File: config.mk
export PLATFORM = sky130hd
export DESIGN_NAME = dma_enable_control
export DESIGN_NICKNAME = d
export VERILOG_FILES = /design/src/include/dma_enable_pkg.sv /design/src/core/dma_enable_control.sv /design/src/core/tx_request_gate.sv
export VERILOG_INCLUDE_DIRS = /design/src /design/src/include
export SDC_FILE = /design/constraint.sdc
export NUM_CORES = 1
export LEC_CHECK = 0
export BUFFER_PORTS_ARGS = -buffer_cell sky130_fd_sc_hd__clkbuf_2
export CAP_MARGIN = 15
export CORE_AREA = 2 2 44 54
export DETAILED_ROUTE_END_ITERATION = 16
export DIE_AREA = 0 0 46 56
export PLACE_DENSITY = 0.82
export RECOVER_POWER = 50
export REMOVE_ABC_BUFFERS = 1
export SETUP_SLACK_MARGIN = 0.05
export SLEW_MARGIN = 20
export SYNTH_ARGS = -nofsm -noshare
export SYNTH_HDL_FRONTEND = slang
export SYNTH_SLANG_ARGS = --single-unit
File: constraint.sdc
create_clock -name clock -period 1.9 [get_ports clock]
set_input_delay 0.095 -clock clock [delete_from_list [all_inputs] [get_ports clock]]
set_output_delay 0.095 -clock clock [all_outputs]
set_load 0.1 [all_outputs]
File: src/include/dma_enable_consts.svh
/*
  Offsets, field positions, reset values and counts for the transfer
  enable control and status block.
  Assumes: included by bare name from the package and the design files.
*/
`ifndef DMA_ENABLE_CONSTS_SVH
`define DMA_ENABLE_CONSTS_SVH

// ----------------------------------------------------------------------
// Register map (word-aligned byte addresses within the channel pair)
// ----------------------------------------------------------------------
`define CTRL_OFFSET 8'h20
`define STAT_OFFSET 8'h24

// ----------------------------------------------------------------------
// Field positions
// ----------------------------------------------------------------------
`define RX_ENABLE_BIT 0
`define RX_DISABLE_BIT 1
`define TX_ENABLE_BIT 8
`define TX_DISABLE_BIT 9
`define STAT_RX_BIT 0
`define STAT_TX_BIT 8

// ----------------------------------------------------------------------
// Widths and reset values
// ----------------------------------------------------------------------
`define ADDR_W 8
`define DATA_W 32
`define COUNT_W 16
`define EN_RESET 1'b0
`define COUNT_ZERO 16'h0000
`define DATA_ZERO 32'h0000_0000

`endif

File: src/include/dma_enable_pkg.sv
/*
  Types shared by the transfer enable block and its transmit gate.
  Assumes: the constants header is on the include path.
*/
`include "dma_enable_consts.svh"

package dma_enable_pkg;

  // Peripheral bus request as seen on one edge
  typedef struct packed {
    logic sel;
    logic stb;
    logic write;
    logic [`ADDR_W-1:0] addr;
    logic [`DATA_W-1:0] wdata;
  } bus_req_t;

  // Decoded control write, one pulse bit per field
  typedef struct packed {
    logic rx_on;
    logic rx_off;
    logic tx_on;
    logic tx_off;
  } ctrl_cmd_t;

  // Whole state of the top module
  typedef struct packed {
    logic rx_en;
    logic tx_en;
    logic [`DATA_W-1:0] rdata;
  } top_state_t;

  // Whole state of the transmit gate
  typedef struct packed {
    logic req;
  } gate_state_t;

endpackage

File: src/core/dma_enable_control.sv
/*
  Transfer enable control and status for one receive and one transmit
  channel of a serial peripheral, with its peripheral bus register slave.
  Assumes: bus signals come from logic on the same clock; reads answer
  one cycle after the strobe; unmapped addresses read zero, writes ignored.
  clk_en is synchronous to clock and freezes every flop while low.
*/
`timescale 1ns/1ps
`default_nettype none
`include "dma_enable_consts.svh"

module dma_enable_control
  import dma_enable_pkg::*;
#(
  parameter int ADDR_W = `ADDR_W,
  parameter int COUNT_W = `COUNT_W
) (
  // Clock, reset, enable
  input wire logic clock,
  input wire logic rst_n,
  input wire logic clk_en,
  // Peripheral register bus
  input wire logic periph_select,
  input wire logic periph_stb,
  input wire logic periph_write,
  input wire logic [ADDR_W-1:0] periph_add,
  input wire logic [`DATA_W-1:0] pwdata,
  output logic [`DATA_W-1:0] prdata,
  // Peripheral handshakes and counts
  input wire logic periph_rx_rdy,
  input wire logic periph_tx_rdy,
  input wire logic [COUNT_W-1:0] transmit_count,
  // Request and enable status outputs
  output logic rx_xfer_req,
  output logic tx_xfer_req,
  output logic rx_enabled,
  output logic tx_enabled
);

  // ----------------------------------------------------------------------
  // Elaboration check
  // ----------------------------------------------------------------------
  // Wider addresses are accepted, but only the low byte is decoded, so the
  // map repeats across the upper address space
  if (ADDR_W < `ADDR_W || COUNT_W < 1) begin : g_bad_p
    $error("dma_enable_control: ADDR_W too small or COUNT_W zero");
  end

  // ----------------------------------------------------------------------
  // Bus decode
  // ----------------------------------------------------------------------
  // Decode nets, all combinational from the bus pins of our own clock
  bus_req_t bus; // Bundled request
  ctrl_cmd_t cmd; // Decoded control write
  logic wr_ctrl; // Write to control register
  logic rd_any; // Read access this cycle

  // Bundle the bus pins so the decode reads as one request
  assign bus = '{sel: periph_select, stb: periph_stb, write: periph_write,
                 addr: periph_add[`ADDR_W-1:0], wdata: pwdata};
  // Only the control offset takes writes; any other write is dropped
  assign wr_ctrl = bus.sel && bus.stb && bus.write && bus.addr == `CTRL_OFFSET;
  // Every read answers next cycle, mapped or not, so a master never stalls
  assign rd_any = bus.sel && bus.stb && !bus.write;

  // Field decode; a zero bit asserts nothing
  // Both bits of one direction may arrive together; precedence is below
  always_comb begin
    cmd.rx_on = wr_ctrl && bus.wdata[`RX_ENABLE_BIT];
    cmd.rx_off = wr_ctrl && bus.wdata[`RX_DISABLE_BIT];
    cmd.tx_on = wr_ctrl && bus.wdata[`TX_ENABLE_BIT];
    cmd.tx_off = wr_ctrl && bus.wdata[`TX_DISABLE_BIT];
  end

  // ----------------------------------------------------------------------
  // State
  // ----------------------------------------------------------------------
  // One packed record holds every flop of this module
  top_state_t state_reg; // All registers of this module
  top_state_t state_next; // Their next values

  // Next-state logic for enables and read data
  always_comb begin
    state_next = state_reg;
    // Default: every register holds, which also covers zero command bits
    // Receive: disable wins, enable only when disable not set
    if (cmd.rx_off) begin
      state_next.rx_en = 1'b0;
    end else if (cmd.rx_on) begin
      state_next.rx_en = 1'b1;
    end
    // Transmit: same precedence as receive for a safe outcome
    if (cmd.tx_off) begin
      state_next.tx_en = 1'b0;
    end else if (cmd.tx_on) begin
      state_next.tx_en = 1'b1;
    end
    // No command bits set: enables hold as they are
    // Status comes from the registered enables, so a read in the same
    // cycle as a control write shows the value from before that write
    // Read data; control register is write-only and reads zero
    if (rd_any) begin
      state_next.rdata = `DATA_ZERO;
      if (bus.addr == `STAT_OFFSET) begin
        state_next.rdata[`STAT_RX_BIT] = state_reg.rx_en;
        state_next.rdata[`STAT_TX_BIT] = state_reg.tx_en;
      end
    end
  end

  // Registers; asynchronous reset clears both enables
  // Read data is cleared too, so a read straight after reset never sees a
  // stale status word
  always_ff @(posedge clock or negedge rst_n) begin
    if (!rst_n) begin
      state_reg.rx_en <= `EN_RESET;
      state_reg.tx_en <= `EN_RESET;
      state_reg.rdata <= `DATA_ZERO;
    end else if (clk_en) begin
      state_reg <= state_next;
    end
  end

  // Data outputs come straight from flops
  assign prdata = state_reg.rdata;
  assign rx_enabled = state_reg.rx_en;
  assign tx_enabled = state_reg.tx_en;
  // Receive request follows ready while enabled
  // Left combinational so a ready pulse is seen in its own cycle; only the
  // enable behind it is frozen by clk_en
  assign rx_xfer_req = state_reg.rx_en && periph_rx_rdy;

  // ----------------------------------------------------------------------
  // Transmit gate
  // ----------------------------------------------------------------------
  // The gate registers its request, so a change of enable, ready or count
  // shows on the transmit request one cycle later
  tx_request_gate #(
    .COUNT_W(COUNT_W)
  ) u_tx_gate (
    .clock(clock),
    .rst_n(rst_n),
    .clk_en(clk_en),
    .dir_enable(state_reg.tx_en),
    .periph_ready(periph_tx_rdy),
    .count(transmit_count),
    .xfer_req(tx_xfer_req)
  );

  // ----------------------------------------------------------------------
  // Checks
  // ----------------------------------------------------------------------
  // Each check but enables_hold_a is gated by clk_en where the logic it guards is gated too
  rx_enable_set_a: assert property (@(posedge clock) disable iff (!rst_n)
    clk_en && cmd.rx_on && !cmd.rx_off |=> rx_enabled)
    else $error("receive enable not set");
  rx_disable_wins_a: assert property (@(posedge clock) disable iff (!rst_n)
    clk_en && cmd.rx_off |=> !rx_enabled)
    else $error("receive disable not honoured");
  tx_enable_set_a: assert property (@(posedge clock) disable iff (!rst_n)
    clk_en && cmd.tx_on && !cmd.tx_off |=> tx_enabled)
    else $error("transmit enable not set");
  tx_disable_wins_a: assert property (@(posedge clock) disable iff (!rst_n)
    clk_en && cmd.tx_off |=> !tx_enabled)
    else $error("transmit disable not honoured");
  enables_hold_a: assert property (@(posedge clock) disable iff (!rst_n)
    !(cmd.rx_on || cmd.rx_off || cmd.tx_on || cmd.tx_off)
    |=> $stable(rx_enabled) && $stable(tx_enabled))
    else $error("enable changed without command");
  rx_status_a: assert property (@(posedge clock) disable iff (!rst_n)
    clk_en && rd_any && bus.addr == `STAT_OFFSET |=> prdata[`STAT_RX_BIT] == $past(rx_enabled))
    else $error("receive status wrong");
  tx_status_a: assert property (@(posedge clock) disable iff (!rst_n)
    clk_en && rd_any && bus.addr == `STAT_OFFSET |=> prdata[`STAT_TX_BIT] == $past(tx_enabled))
    else $error("transmit status wrong");
  status_unused_a: assert property (@(posedge clock) disable iff (!rst_n)
    clk_en && rd_any |=> (prdata & ~((32'h1 << `STAT_RX_BIT) | (32'h1 << `STAT_TX_BIT))) == `DATA_ZERO)
    else $error("unused status bits set");
  tx_both_off_a: assert property (@(posedge clock) disable iff (!rst_n)
    clk_en && cmd.tx_on && cmd.tx_off |=> !tx_enabled ##1 !tx_xfer_req)
    else $error("transmit enabled by conflicting write");

  // Request outputs against the commands that drive them
  // A receive disable silences the receive request on the next cycle
  rx_off_quiet_a: assert property (@(posedge clock) disable iff (!rst_n)
    clk_en && cmd.rx_off |=> !rx_xfer_req)
    else $error("receive request after disable");
  // A receive enable lets the next ready through at once
  rx_on_request_a: assert property (@(posedge clock) disable iff (!rst_n)
    clk_en && cmd.rx_on && !cmd.rx_off |=> !periph_rx_rdy || rx_xfer_req)
    else $error("receive request missing after enable");
  // A transmit enable starts requests once ready and a count are present
  tx_on_request_a: assert property (@(posedge clock) disable iff (!rst_n)
    clk_en && cmd.tx_on && !cmd.tx_off ##1
    clk_en && periph_tx_rdy && transmit_count != COUNT_W'(0) |=> tx_xfer_req)
    else $error("transmit request missing after enable");
  // A transmit disable stops requests after the gate's own cycle
  tx_off_quiet_a: assert property (@(posedge clock) disable iff (!rst_n)
    clk_en && cmd.tx_off ##1 clk_en |=> !tx_xfer_req)
    else $error("transmit request after disable");
  // No transmit request is ever built from a disabled direction
  tx_idle_quiet_a: assert property (@(posedge clock) disable iff (!rst_n)
    clk_en && !tx_enabled |=> !tx_xfer_req)
    else $error("transmit request while disabled");
  // A low clock enable freezes every registered output
  clock_freeze_a: assert property (@(posedge clock) disable iff (!rst_n)
    !clk_en |=> $stable(rx_enabled) && $stable(tx_enabled) && $stable(prdata) && $stable(tx_xfer_req))
    else $error("state moved while clock enable low");

endmodule

`default_nettype wire

File: src/core/tx_request_gate.sv
/*
  Transmit transfer gate: registers a transfer request, set one cycle after the
  direction is enabled, the peripheral is ready and the count is nonzero.
  Assumes: count and ready come from logic on the same clock.
*/
`timescale 1ns/1ps
`default_nettype none
`include "dma_enable_consts.svh"

module tx_request_gate
  import dma_enable_pkg::*;
#(
  parameter int COUNT_W = `COUNT_W
) (
  // Clock, reset, enable
  input wire logic clock,
  input wire logic rst_n,
  input wire logic clk_en,
  // Qualifiers
  input wire logic dir_enable,
  input wire logic periph_ready,
  input wire logic [COUNT_W-1:0] count,
  // Request out
  output logic xfer_req
);

  // ----------------------------------------------------------------------
  // Elaboration check
  // ----------------------------------------------------------------------
  if (COUNT_W < 1) begin : g_bad_w
    $error("tx_request_gate: COUNT_W must be at least 1");
  end

  gate_state_t state_reg; // Registered request
  gate_state_t state_next; // Its next value

  // Zero count stops transfers, any nonzero count lets ready through
  always_comb begin
    state_next = state_reg;
    state_next.req = dir_enable && periph_ready && (count != COUNT_W'(0));
  end

  // Register the request, frozen while clk_en is low
  always_ff @(posedge clock or negedge rst_n) begin
    if (!rst_n) begin
      state_reg <= '0;
    end else if (clk_en) begin
      state_reg <= state_next;
    end
  end

  assign xfer_req = state_reg.req;

  // ----------------------------------------------------------------------
  // Checks
  // ----------------------------------------------------------------------
  zero_count_stops_a: assert property (@(posedge clock) disable iff (!rst_n)
    clk_en && count == COUNT_W'(0) |=> !xfer_req)
    else $error("request issued with zero count");
  ready_starts_a: assert property (@(posedge clock) disable iff (!rst_n)
    clk_en && dir_enable && periph_ready && count != COUNT_W'(0) |=> xfer_req)
    else $error("request missing with count and ready");

endmodule

`default_nettype wire

==> flow_summary.ini, run 1 <==
[logic_synthesis]
post_synth.cell_area_avg_um2 = 8.700
synthMostInstantiatedCell = sky130_fd_sc_hd__buf_4
synth_top_cells_by_count = sky130_fd_sc_hd__buf_4, sky130_fd_sc_hd__dfrtp_1, sky130_fd_sc_hd__nand2_1, sky130_fd_sc_hd__nor4_1
synth.area.top_cells = sky130_fd_sc_hd__buf_4, sky130_fd_sc_hd__dfrtp_1, sky130_fd_sc_hd__nor4_1
synth-adder-area-share = 0
yosysWarnings = 0
synth_enable_flop_cells = 0
synth_compound_gate_area_share = 0.08539
ys_flop_type = sky130_fd_sc_hd__dfrtp_1
area_share_of_the_largest_cell_type_after_synthesis = 0.4045
post-synth-top-area-cell = sky130_fd_sc_hd__buf_4
synthesis.area_um2 = 556.8
ys_types = 20
asyncSetResetFlopFracSynth = 1.000
combinational_family_with_the_most_area_after_synthesis = buffers and inverters
synth_mux_area_frac = 0
simple_gate_area_share_of_the_yosys_netlist = 0.2787
synth_seq_area_share = 0.2247
postSynthCellCount = 64
post_synth_xor_area_fraction = 0
synth.ff_latch_count = 5

[worst_setup_path]
rr_worst_depth = 2
crit_path_end_kind = primary output
timing.critical_path.from = rx_enabled
critical_path_data_arrival_time_ns = 1.22
crit_required_ns = 1.80
cp_max_fo = 4
regToRegSetupSlack_ns = 1.11
crit_type = reg -> out
critical_path.startpoint_type = flop
worst_r2r_endpoint = u_tx_gate.xfer_req
rr_startpoint = u_tx_gate.xfer_req
worst_setup_endpoint = rx_xfer_req

[sta]
finalCritPeriodShare = 0.6914
timing.slew.headroom = 0.5632
timing.final.setup_violations = 0
finalCriticalPeriod_ns = 1.314
setup-tns-final_ns = 0
worst_clock_skew_ns = 0.002044
fmax_mhz = 761.3
setup_repair_after_global_routing_missed_its_margin = false
tightestPinTransition_ns = 0.6461
hold_viol = 0
report.final.slew_viol_count = 0

[global_routing]
first_global_vias = 509
global_route_wire_length_before_repair_um = 2076
grt-ovfl-total = 0
antenna_found_initial = 0
grt_util_all_layers = 0.1112
pin_count_of_the_biggest_net_entering_global_routing = 6

[outcome]
outcome = completed

[placed_design]
dp_hpwl_um = 1144
routabilityCongestion = 0.6760
numPortBuffers = 41
dpl_cell_area_um2 = 670.6

[clock_network]
latest_clock_arrival_within_the_worst_skew_pair_ns = 0.24
clk_pin_slew_ns = 0.04
clock_tree_from_tritoncts = done
clock_sinks = 5
numCtsBuffers = 3
htree_levels = 1
post_cts_hold_buffer_count = 1
ctsLongestPathBuffers = 2
cts_setup_buffers = 0
cts_root_buffer = sky130_fd_sc_hd__clkbuf_4
post_cts.resized_instances = 0

[route]
drt.antenna.violating_nets = 0
wl_met1_um = 464
routed_wire_length_per_instance_um = 9.822
met2WireLength_um = 631
detailedRoute.firstIterationViolations = 6
highest_layer = met3
drc = 0
drt-total-wl_um = 1267
dr_total_vias = 535
dr_vias_cell = 4.147
route.met3.wl_um = 171
drt_pre_antenna_iters = 4

[cells_and_area]
nFillCells = 218
area_occupied_by_multi_input_gates_um2 = 300.3
ratio_of_cells_with_drive_above_1_in_the_final_layout = 0.4037
area_growth_syn_to_layout_pct = 24.04
area.sequential_um2 = 125.1
nets = 174
finish.instance_area_um2 = 690.7
antenna_cells_inserted = 0

[power_and_ir_drop]
p_seq_frac = 0.197
vdd.ir_drop.worst_v = 0.0002847
power.static_leakage_nw = 0.4198
pwr-share-clk = 0.229
power_frac_comb = 0.574
total_power_density_per_cell_area_nw_per_um2 = 792.3
switching_share = 0.5993
power.net_switching_mw = 0.3279
cellInternalPower_mw = 0.2192

[flow_run]
number_of_max_capacitance_violations_reported = 0

[floorplanning]
floorplan.die.height_um = 56
chipWidth_um = 46
floorplan.io_pins = 100
std_cell_rows = 18
design.die.area_um2 = 2576
core-area_um2 = 2027
initial_utilization = 0.2747

[worst_hold_path]
worst_hold_path_type = in -> reg
## registers in the layout, indices dropped and copies added (netlist names)
name and cells:
u_tx_gate.xfer_req 1, prdata 2, rx_enabled 1, tx_enabled 1
## placed cells by master, fill, tap and decap left out, types with 2 or more instances in the layout
cell,Yosys,routed
sky130_fd_sc_hd__a41oi_1,2,2
sky130_fd_sc_hd__clkbuf_1,0,2
sky130_fd_sc_hd__nor4_1,4,4
sky130_fd_sc_hd__a21oi_1,2,2
sky130_fd_sc_hd__clkbuf_4,0,3
sky130_fd_sc_hd__and3b_1,2,2
sky130_fd_sc_hd__dfrtp_1,5,5
sky130_fd_sc_hd__nor2b_1,2,2
sky130_fd_sc_hd__clkbuf_2,0,40
sky130_fd_sc_hd__conb_1,1,30
sky130_fd_sc_hd__nand2_1,4,4
## how the worst min path moves through the flow
stage / startpoint / endpoint / slack (ns) / cells after the start
global placement: rst_n / prdata[8] / -0.08 / 1
CTS: pwdata[1] / rx_enabled / 0.008 / 2
finish: pwdata[1] / rx_enabled / 0.02 / 2
detailed placement: rst_n / prdata[8] / -0.08 / 1
global route: pwdata[1] / rx_enabled / 0.02 / 2
floorplan: rst_n / prdata[0] / -0.20 / 0
## per-stage QoR
step / cells / setup slack [ns] / power [mW] / hold slack (ns) / utilization
after floorplan: 63 / 0.008058 / 0.3793 / -0.2006 / -
after global placement: 124 / 0.8375 / 0.4219 / -0.08340 / 0.3309
after detailed placement: 124 / 0.8359 / 0.4242 / -0.07816 / 0.3309
after CTS: 129 / 0.5640 / 0.5582 / 0.007797 / 0.3488
after global routing: 129 / 0.5061 / 0.5816 / 0.01746 / 0.3407
final: 129 / 0.5864 / 0.5472 / 0.02083 / 0.3407
## power by group through the flow
| stage | logic [mW] | clock network (mW) | registers (mW) |
|---|---|---|---|
| 4_1_cts | 0.317 | 0.134 | 0.108 |
| 3_3_place_gp | 0.313 | 0 | 0.109 |
| 3_5_place_dp | 0.315 | 0 | 0.109 |
| 2_1_floorplan | 0.267 | 0 | 0.113 |
| 6_report | 0.314 | 0.125 | 0.108 |
| 5_1_grt | 0.326 | 0.149 | 0.107 |
## worst max-delay path, cell delays in order (launching register included)
cell and delay, ns:
sky130_fd_sc_hd__dfrtp_1 0.39, sky130_fd_sc_hd__and2_1 0.14, sky130_fd_sc_hd__clkbuf_2 0.44
## per-layer routing
| metal | vias up | global-route usage |
|---|---|---|
| met3 | 0 | 0.04221 |
| met2 | 50 | 0.1766 |
| met4 | 0 | 0.06122 |
| met1 | 226 | 0.1211 |
| met5 | - | 0 |
| li1 | 259 | - |
## cells by family (layout without fill, tap and decap cells)
group,Yosys count,count (layout)
DFF,5,5
other,1,30
AOI/OAI and AO/OA,7,7
buffers and inverters,30,46
and+or+nand+nor,21,21
## final cells by class
cell class / instances / area share
clock buffer: 4 / 0.03804
sequential: 5 / 0.1812
timing repair buffer: 42 / 0.3098
tap: 20 / 0.03623
multi-input combinational: 58 / 0.4348
Power figures use the tool's default switching activity.
==> run 2, diff against run 1 <==
Settings changed: ABC_AREA set to 1, CORE_AREA 2 2 44 54 to 2 2 49 60, DIE_AREA 0 0 46 56 to 0 0 51 62, PLACE_DENSITY 0.82 to 0.73.
Clock period 1.9 ns to 1.2 ns, I/O delays scaled along.
==> flow_summary.ini, run 2 <==
[sta]
finalCriticalPeriod_ns = 1.046
worst_clock_skew_ns = 0.002585
hold_viol = 0
timing.final.ws_setup_ns = 0.1536
fmax_mhz = 955.6
finalCritPeriodShare = 0.8720
timing.final.setup_violations = 0
report.final.slew_viol_count = 0
setup-tns-final_ns = 0
setup_repair_after_global_routing_missed_its_margin = false

[logic_synthesis]
post_synth.cell_area_avg_um2 = 6.401
ys_flop_type = sky130_fd_sc_hd__dfrtp_1
simple_gate_area_share_of_the_yosys_netlist = 0.2963
synthMostInstantiatedCell = sky130_fd_sc_hd__buf_4
synth.area.top_cells = sky130_fd_sc_hd__buf_4, sky130_fd_sc_hd__dfrtp_1, sky130_fd_sc_hd__nand2_1
ys_types = 15
synth_enable_flop_cells = 0
synth-adder-area-share = 0
combinational_family_with_the_most_area_after_synthesis = buffers and inverters
synth_mux_area_frac = 0
synth_seq_area_share = 0.2058
synthesis.area_um2 = 608.1
asyncSetResetFlopFracSynth = 1.000
post_synth_xor_area_fraction = 0
post-synth-top-area-cell = sky130_fd_sc_hd__buf_4
yosysWarnings = 0
synth_compound_gate_area_share = 0.02881
synth_top_cells_by_count = sky130_fd_sc_hd__buf_4, sky130_fd_sc_hd__nand2_1, sky130_fd_sc_hd__inv_1
synth.ff_latch_count = 5
postSynthCellCount = 95
area_share_of_the_largest_cell_type_after_synthesis = 0.3704

[cells_and_area]
ratio_of_cells_with_drive_above_1_in_the_final_layout = 0.3357
largest_register_ffs = 2
antenna_cells_inserted = 0
layout_common_cells = sky130_fd_sc_hd__clkbuf_2, sky130_fd_sc_hd__conb_1, sky130_fd_sc_hd__nand2_1, sky130_fd_sc_hd__inv_1, sky130_fd_sc_hd__nor2_1
nets = 205
post-route-util = 0.3116
area_growth_syn_to_layout_pct = 36.01
nFillCells = 327
layout.cells.most_common = sky130_fd_sc_hd__clkbuf_2

[clock_network]
post_cts_hold_buffer_count = 1
numCtsBuffers = 3
clk_pin_slew_ns = 0.04
post_cts.resized_instances = 0
latest_clock_arrival_within_the_worst_skew_pair_ns = 0.25
clock_tree_from_tritoncts = done
ctsLongestPathBuffers = 2
cts_setup_buffers = 0
clock_sinks = 5
htree_levels = 1
cts_root_buffer = sky130_fd_sc_hd__clkbuf_4

[floorplanning]
floorplan.io_pins = 100
std_cell_rows = 21
floorplan.die.height_um = 62
design.die.area_um2 = 3162
chipWidth_um = 51
initial_utilization = 0.2291
core-area_um2 = 2654

[outcome]
outcome = completed

[worst_setup_path]
crit_required_ns = 1.14
crit_buf_inv = 2
critical-path-max-stage-delay_ns = 0.40
crit_path_end_kind = primary output
crit_path_cell_trace = nand2_1 > inv_1 > buf_12
crit_type = reg -> out
worst_path_dominant_cell_family = flip-flops
worstSetupPathDepth = 3
worst_path_max_delay_cell = sky130_fd_sc_hd__dfrtp_1
critical_path_data_arrival_time_ns = 0.99
cp_max_fo = 3
worst_setup_endpoint = rx_xfer_req
timing.critical_path.from = rx_enabled
regToRegSetupSlack_ns = 0.41
rr_worst_depth = 3
rr_startpoint = tx_enabled
critical_path.startpoint_type = flop
worst_r2r_endpoint = u_tx_gate.xfer_req

[global_routing]
grt_util_all_layers = 0.08410
antenna_found_initial = 0
pin_count_of_the_biggest_net_entering_global_routing = 7
first_global_vias = 493
grt-ovfl-total = 0
global_route_wire_length_before_repair_um = 1814

[power_and_ir_drop]
vdd.ir_drop.worst_v = 0.0003822
power.static_leakage_nw = 0.5124
total_power_density_per_cell_area_nw_per_um2 = 1144

[placed_design]
numPortBuffers = 41
worst_setup_timing_slack_at_the_placement_stage_ns = 0.3520
routabilityCongestion = 0.7025
dp_hpwl_um = 1143

[flow_run]
number_of_max_capacitance_violations_reported = 0

[route]
detailedRoute.firstIterationViolations = 6
routed_wire_length_per_instance_um = 7.270
dr_total_vias = 622
drt.antenna.violating_nets = 0
drc = 0
dr_vias_cell = 3.575
drt-total-wl_um = 1265
drt_pre_antenna_iters = 3

[worst_hold_path]
worst_hold_path_type = in -> reg
## run 2: final cells by class
| type | instances | area, um^2 | area share |
|---|---|---|---|
| multi-input combinational | 74 | 310.3 | 0.3752 |
| sequential | 5 | 125.1 | 0.1513 |
| clock buffer | 4 | 26.28 | 0.03177 |
| tap | 34 | 42.54 | 0.05144 |
| inverter | 15 | 56.30 | 0.06808 |
| timing repair buffer | 42 | 266.5 | 0.3222 |
## run 2: power breakdown
part | switching [mW] | leakage [nW] | internal, mW
clock network | 0.0806 | 0.0150 | 0.126
logic | 0.495 | 0.440 | 0.0687
registers | 0.00236 | 0.0577 | 0.173
total | 0.578 | 0.512 | 0.368
## run 2: tightest hold or removal path: stages
cell	delay, ns
sky130_fd_sc_hd__clkbuf_2	0.08
sky130_fd_sc_hd__nand4_1	0.07
sky130_fd_sc_hd__nand2_1	0.05
sky130_fd_sc_hd__inv_1	0.04
## run 2: how the worst min path moves through the flow
stage,startpoint,to,slack [ns],cells past startpoint
2_1_floorplan,rst_n,prdata[0],-0.24,0
4_1_cts,pwdata[1],rx_enabled,0.07,4
3_5_place_dp,rst_n,prdata[0],-0.12,1
5_1_grt,pwdata[9],tx_enabled,0.09,4
3_3_place_gp,rst_n,prdata[0],-0.12,1
6_report,pwdata[1],rx_enabled,0.07,4
## run 2: stage by stage
stage / hold slack (ns) / cell area [um^2] / std cells / total power [mW]
4_1_cts: 0.07123 / 828.3 / 174 / 0.9579
3_3_place_gp: -0.1206 / 792.0 / 169 / 0.7369
2_1_floorplan: -0.2356 / 491.7 / 94 / 0.6561
3_5_place_dp: -0.1160 / 792.0 / 169 / 0.7401
6_report: 0.07181 / 827.0 / 174 / 0.9465
5_1_grt: 0.09472 / 827.0 / 174 / 0.9868
## run 2: cells by family after synthesis
logic type,after synthesis
and+or+nand+nor,41
DFF,5
buffers and inverters,45
AOI/OAI and AO/OA,3
other,1
## run 2: layer usage
layer,up-vias,part of all wire,wire [um],track usage
li1,314,-,-,-
met1,256,0.32,408,0.06560
met2,47,0.50,627,0.1651
met3,5,0.14,181,0.01675
met4,0,0.038,48,0.09266
met5,-,0,0,0
==> run 3, diff against run 2 <==
Settings changed: REMOVE_ABC_BUFFERS 1 to not set.
==> flow_summary.ini, run 3 (synthesis gave the netlist of run 2 again) <==
[sta]
timing.final.ws_setup_ns = 0.07124
fmax_mhz = 885.9
finalCritPeriodShare = 0.9406
final.hold.worst_slack_ns = 0.09845
timing.final.setup_violations = 0
setup-tns-final_ns = 0
worst_clock_skew_ns = 0.00001826
finalCriticalPeriod_ns = 1.129
report.final.slew_viol_count = 0
hold_viol = 0
setup_repair_after_global_routing_missed_its_margin = true

[clock_network]
clock_tree_from_tritoncts = done
clk_pin_slew_ns = 0.04
numCtsBuffers = 3
latest_clock_arrival_within_the_worst_skew_pair_ns = 0.24
clock_sinks = 5
ctsLongestPathBuffers = 2
htree_levels = 1
cts_root_buffer = sky130_fd_sc_hd__clkbuf_4
cts_setup_buffers = 0

[global_routing]
pin_count_of_the_biggest_net_entering_global_routing = 7
grt.met1_usage = 0.08017
globalRouteMet3Util = 0.03110
gr-max-usage-layer = met2
gr-usage-met2 = 0.1484
first_global_vias = 541
grt-ovfl-total = 0
antenna_found_initial = 0
global_route_wire_length_before_repair_um = 1897
grt_util_all_layers = 0.08002

[worst_setup_path]
crit_path_end_kind = primary output
timing.critical_path.from = rx_enabled
rr_startpoint = rx_enabled
worst_path_dominant_cell_family = flip-flops
cp_max_fo = 3
critical-path-max-stage-delay_ns = 0.50
crit_path_cell_trace = nand2_4 > clkinvlp_4 > buf_12
crit_required_ns = 1.14
worst_path_max_delay_cell = sky130_fd_sc_hd__dfrtp_4
critical_path.startpoint_type = flop
crit_type = reg -> out
critical_path_data_arrival_time_ns = 1.07
crit_buf_inv = 2

[floorplanning]
core-area_um2 = 2654
design.die.area_um2 = 3162
floorplan.io_pins = 100
chipWidth_um = 51
initial_utilization = 0.2291
floorplan.die.height_um = 62
std_cell_rows = 21

[cells_and_area]
layout.cells.most_common = sky130_fd_sc_hd__clkbuf_2
layout_common_cells = sky130_fd_sc_hd__clkbuf_2, sky130_fd_sc_hd__conb_1, sky130_fd_sc_hd__nand2_1, sky130_fd_sc_hd__inv_1, sky130_fd_sc_hd__nor2_1
nets = 205
post-route-util = 0.3192
antenna_cells_inserted = 0
ratio_of_cells_with_drive_above_1_in_the_final_layout = 0.3857
largest_register_ffs = 2
area_growth_syn_to_layout_pct = 39.30

[worst_hold_path]
timing.hold.worst.start = pwdata[9]
worst_hold_path_type = in -> reg

[power_and_ir_drop]
total_power_density_per_cell_area_nw_per_um2 = 1101
vdd.ir_drop.worst_v = 0.0004384
power.static_leakage_nw = 0.5035

[route]
dr_vias_cell = 3.402
detailedRoute.firstIterationViolations = 7
drt.antenna.violating_nets = 0
drt-total-wl_um = 1176
dr_total_vias = 592
drc = 0
drt_pre_antenna_iters = 2
routed_wire_length_per_instance_um = 6.759

[placed_design]
numPortBuffers = 41
routabilityCongestion = 0.7709
dp_hpwl_um = 1127
worst_setup_timing_slack_at_the_placement_stage_ns = 0.3197

[outcome]
outcome = completed

[flow_run]
number_of_max_capacitance_violations_reported = 0
==> run 3: changes by cell type in the layout (fill, tap and decap cells not counted) <==
cell | before | now
sky130_fd_sc_hd__clkinvlp_4 | 0 | 1
sky130_fd_sc_hd__dfrtp_1 | 5 | 0
sky130_fd_sc_hd__dfrtp_2 | 0 | 4
sky130_fd_sc_hd__dfrtp_4 | 0 | 1
sky130_fd_sc_hd__inv_1 | 12 | 11
sky130_fd_sc_hd__nand2_1 | 19 | 18
sky130_fd_sc_hd__nand2_4 | 0 | 1
==> run 3: timing repair <==
| item | CTS | global route |
|---|---|---|
| resized for setup | 0 | 0 |
| hold buffers | 1 | 0 |
| hold endpoints to repair | 5 | 0 |
| setup endpoints to repair | 0 | 1 |
==> run 3: layout make-up <==
type                    instances  area, um^2
flip-flops and latches          5       133.9
repair buffers                 42       266.5
clock buffers                   4       26.28
fillers                       308        1807
well taps                      34       42.54
inverters                      15       60.06
multi-input cells              74       317.8
==> run 3: metrics by stage <==
stage	area, um^2	total power, mW	cells
2_1_floorplan	737.0	0.7371	124
3_3_place_gp	812.0	0.7414	169
3_5_place_dp	812.0	0.7442	169
4_1_cts	848.3	0.9411	174
5_1_grt	847.1	0.9776	174
6_report	847.1	0.9323	174
==> run 3: metal layers <==
| metal | share of wire | up-vias |
|---|---|---|
| li1 | - | 316 |
| met3 | 0.17 | 2 |
| met1 | 0.35 | 228 |
| met2 | 0.47 | 46 |
| met4 | 0.011 | 0 |
| met5 | 0 | - |
==> run 3: final timing paths <==
kind                                     to  slack [ns]  depth (start not counted)
max in group asynchronous        rx_enabled        0.78                          2
worst min register to register    prdata[0]        0.49                          2
worst min-delay path             tx_enabled         0.1                          4
worst max register to register   rx_enabled        0.38                          4
worst max-delay path            rx_xfer_req        0.07                          3
min in group asynchronous        rx_enabled        0.20                          2
==> run 3: worst reg2reg max path, cell delays in order, from the launching register on <==
cell                      delay [ns]
sky130_fd_sc_hd__dfrtp_4        0.50
sky130_fd_sc_hd__inv_1          0.08
sky130_fd_sc_hd__nand2_1        0.05
sky130_fd_sc_hd__nand2_1        0.05
sky130_fd_sc_hd__inv_1          0.04
==> run 3: power by group <==
part	internal (mW)	total [mW]	switching (mW)
Clock	0.125	0.189	0.0639
Combinational	0.0703	0.566	0.496
Sequential	0.174	0.177	0.00263
Total	0.370	0.932	0.563
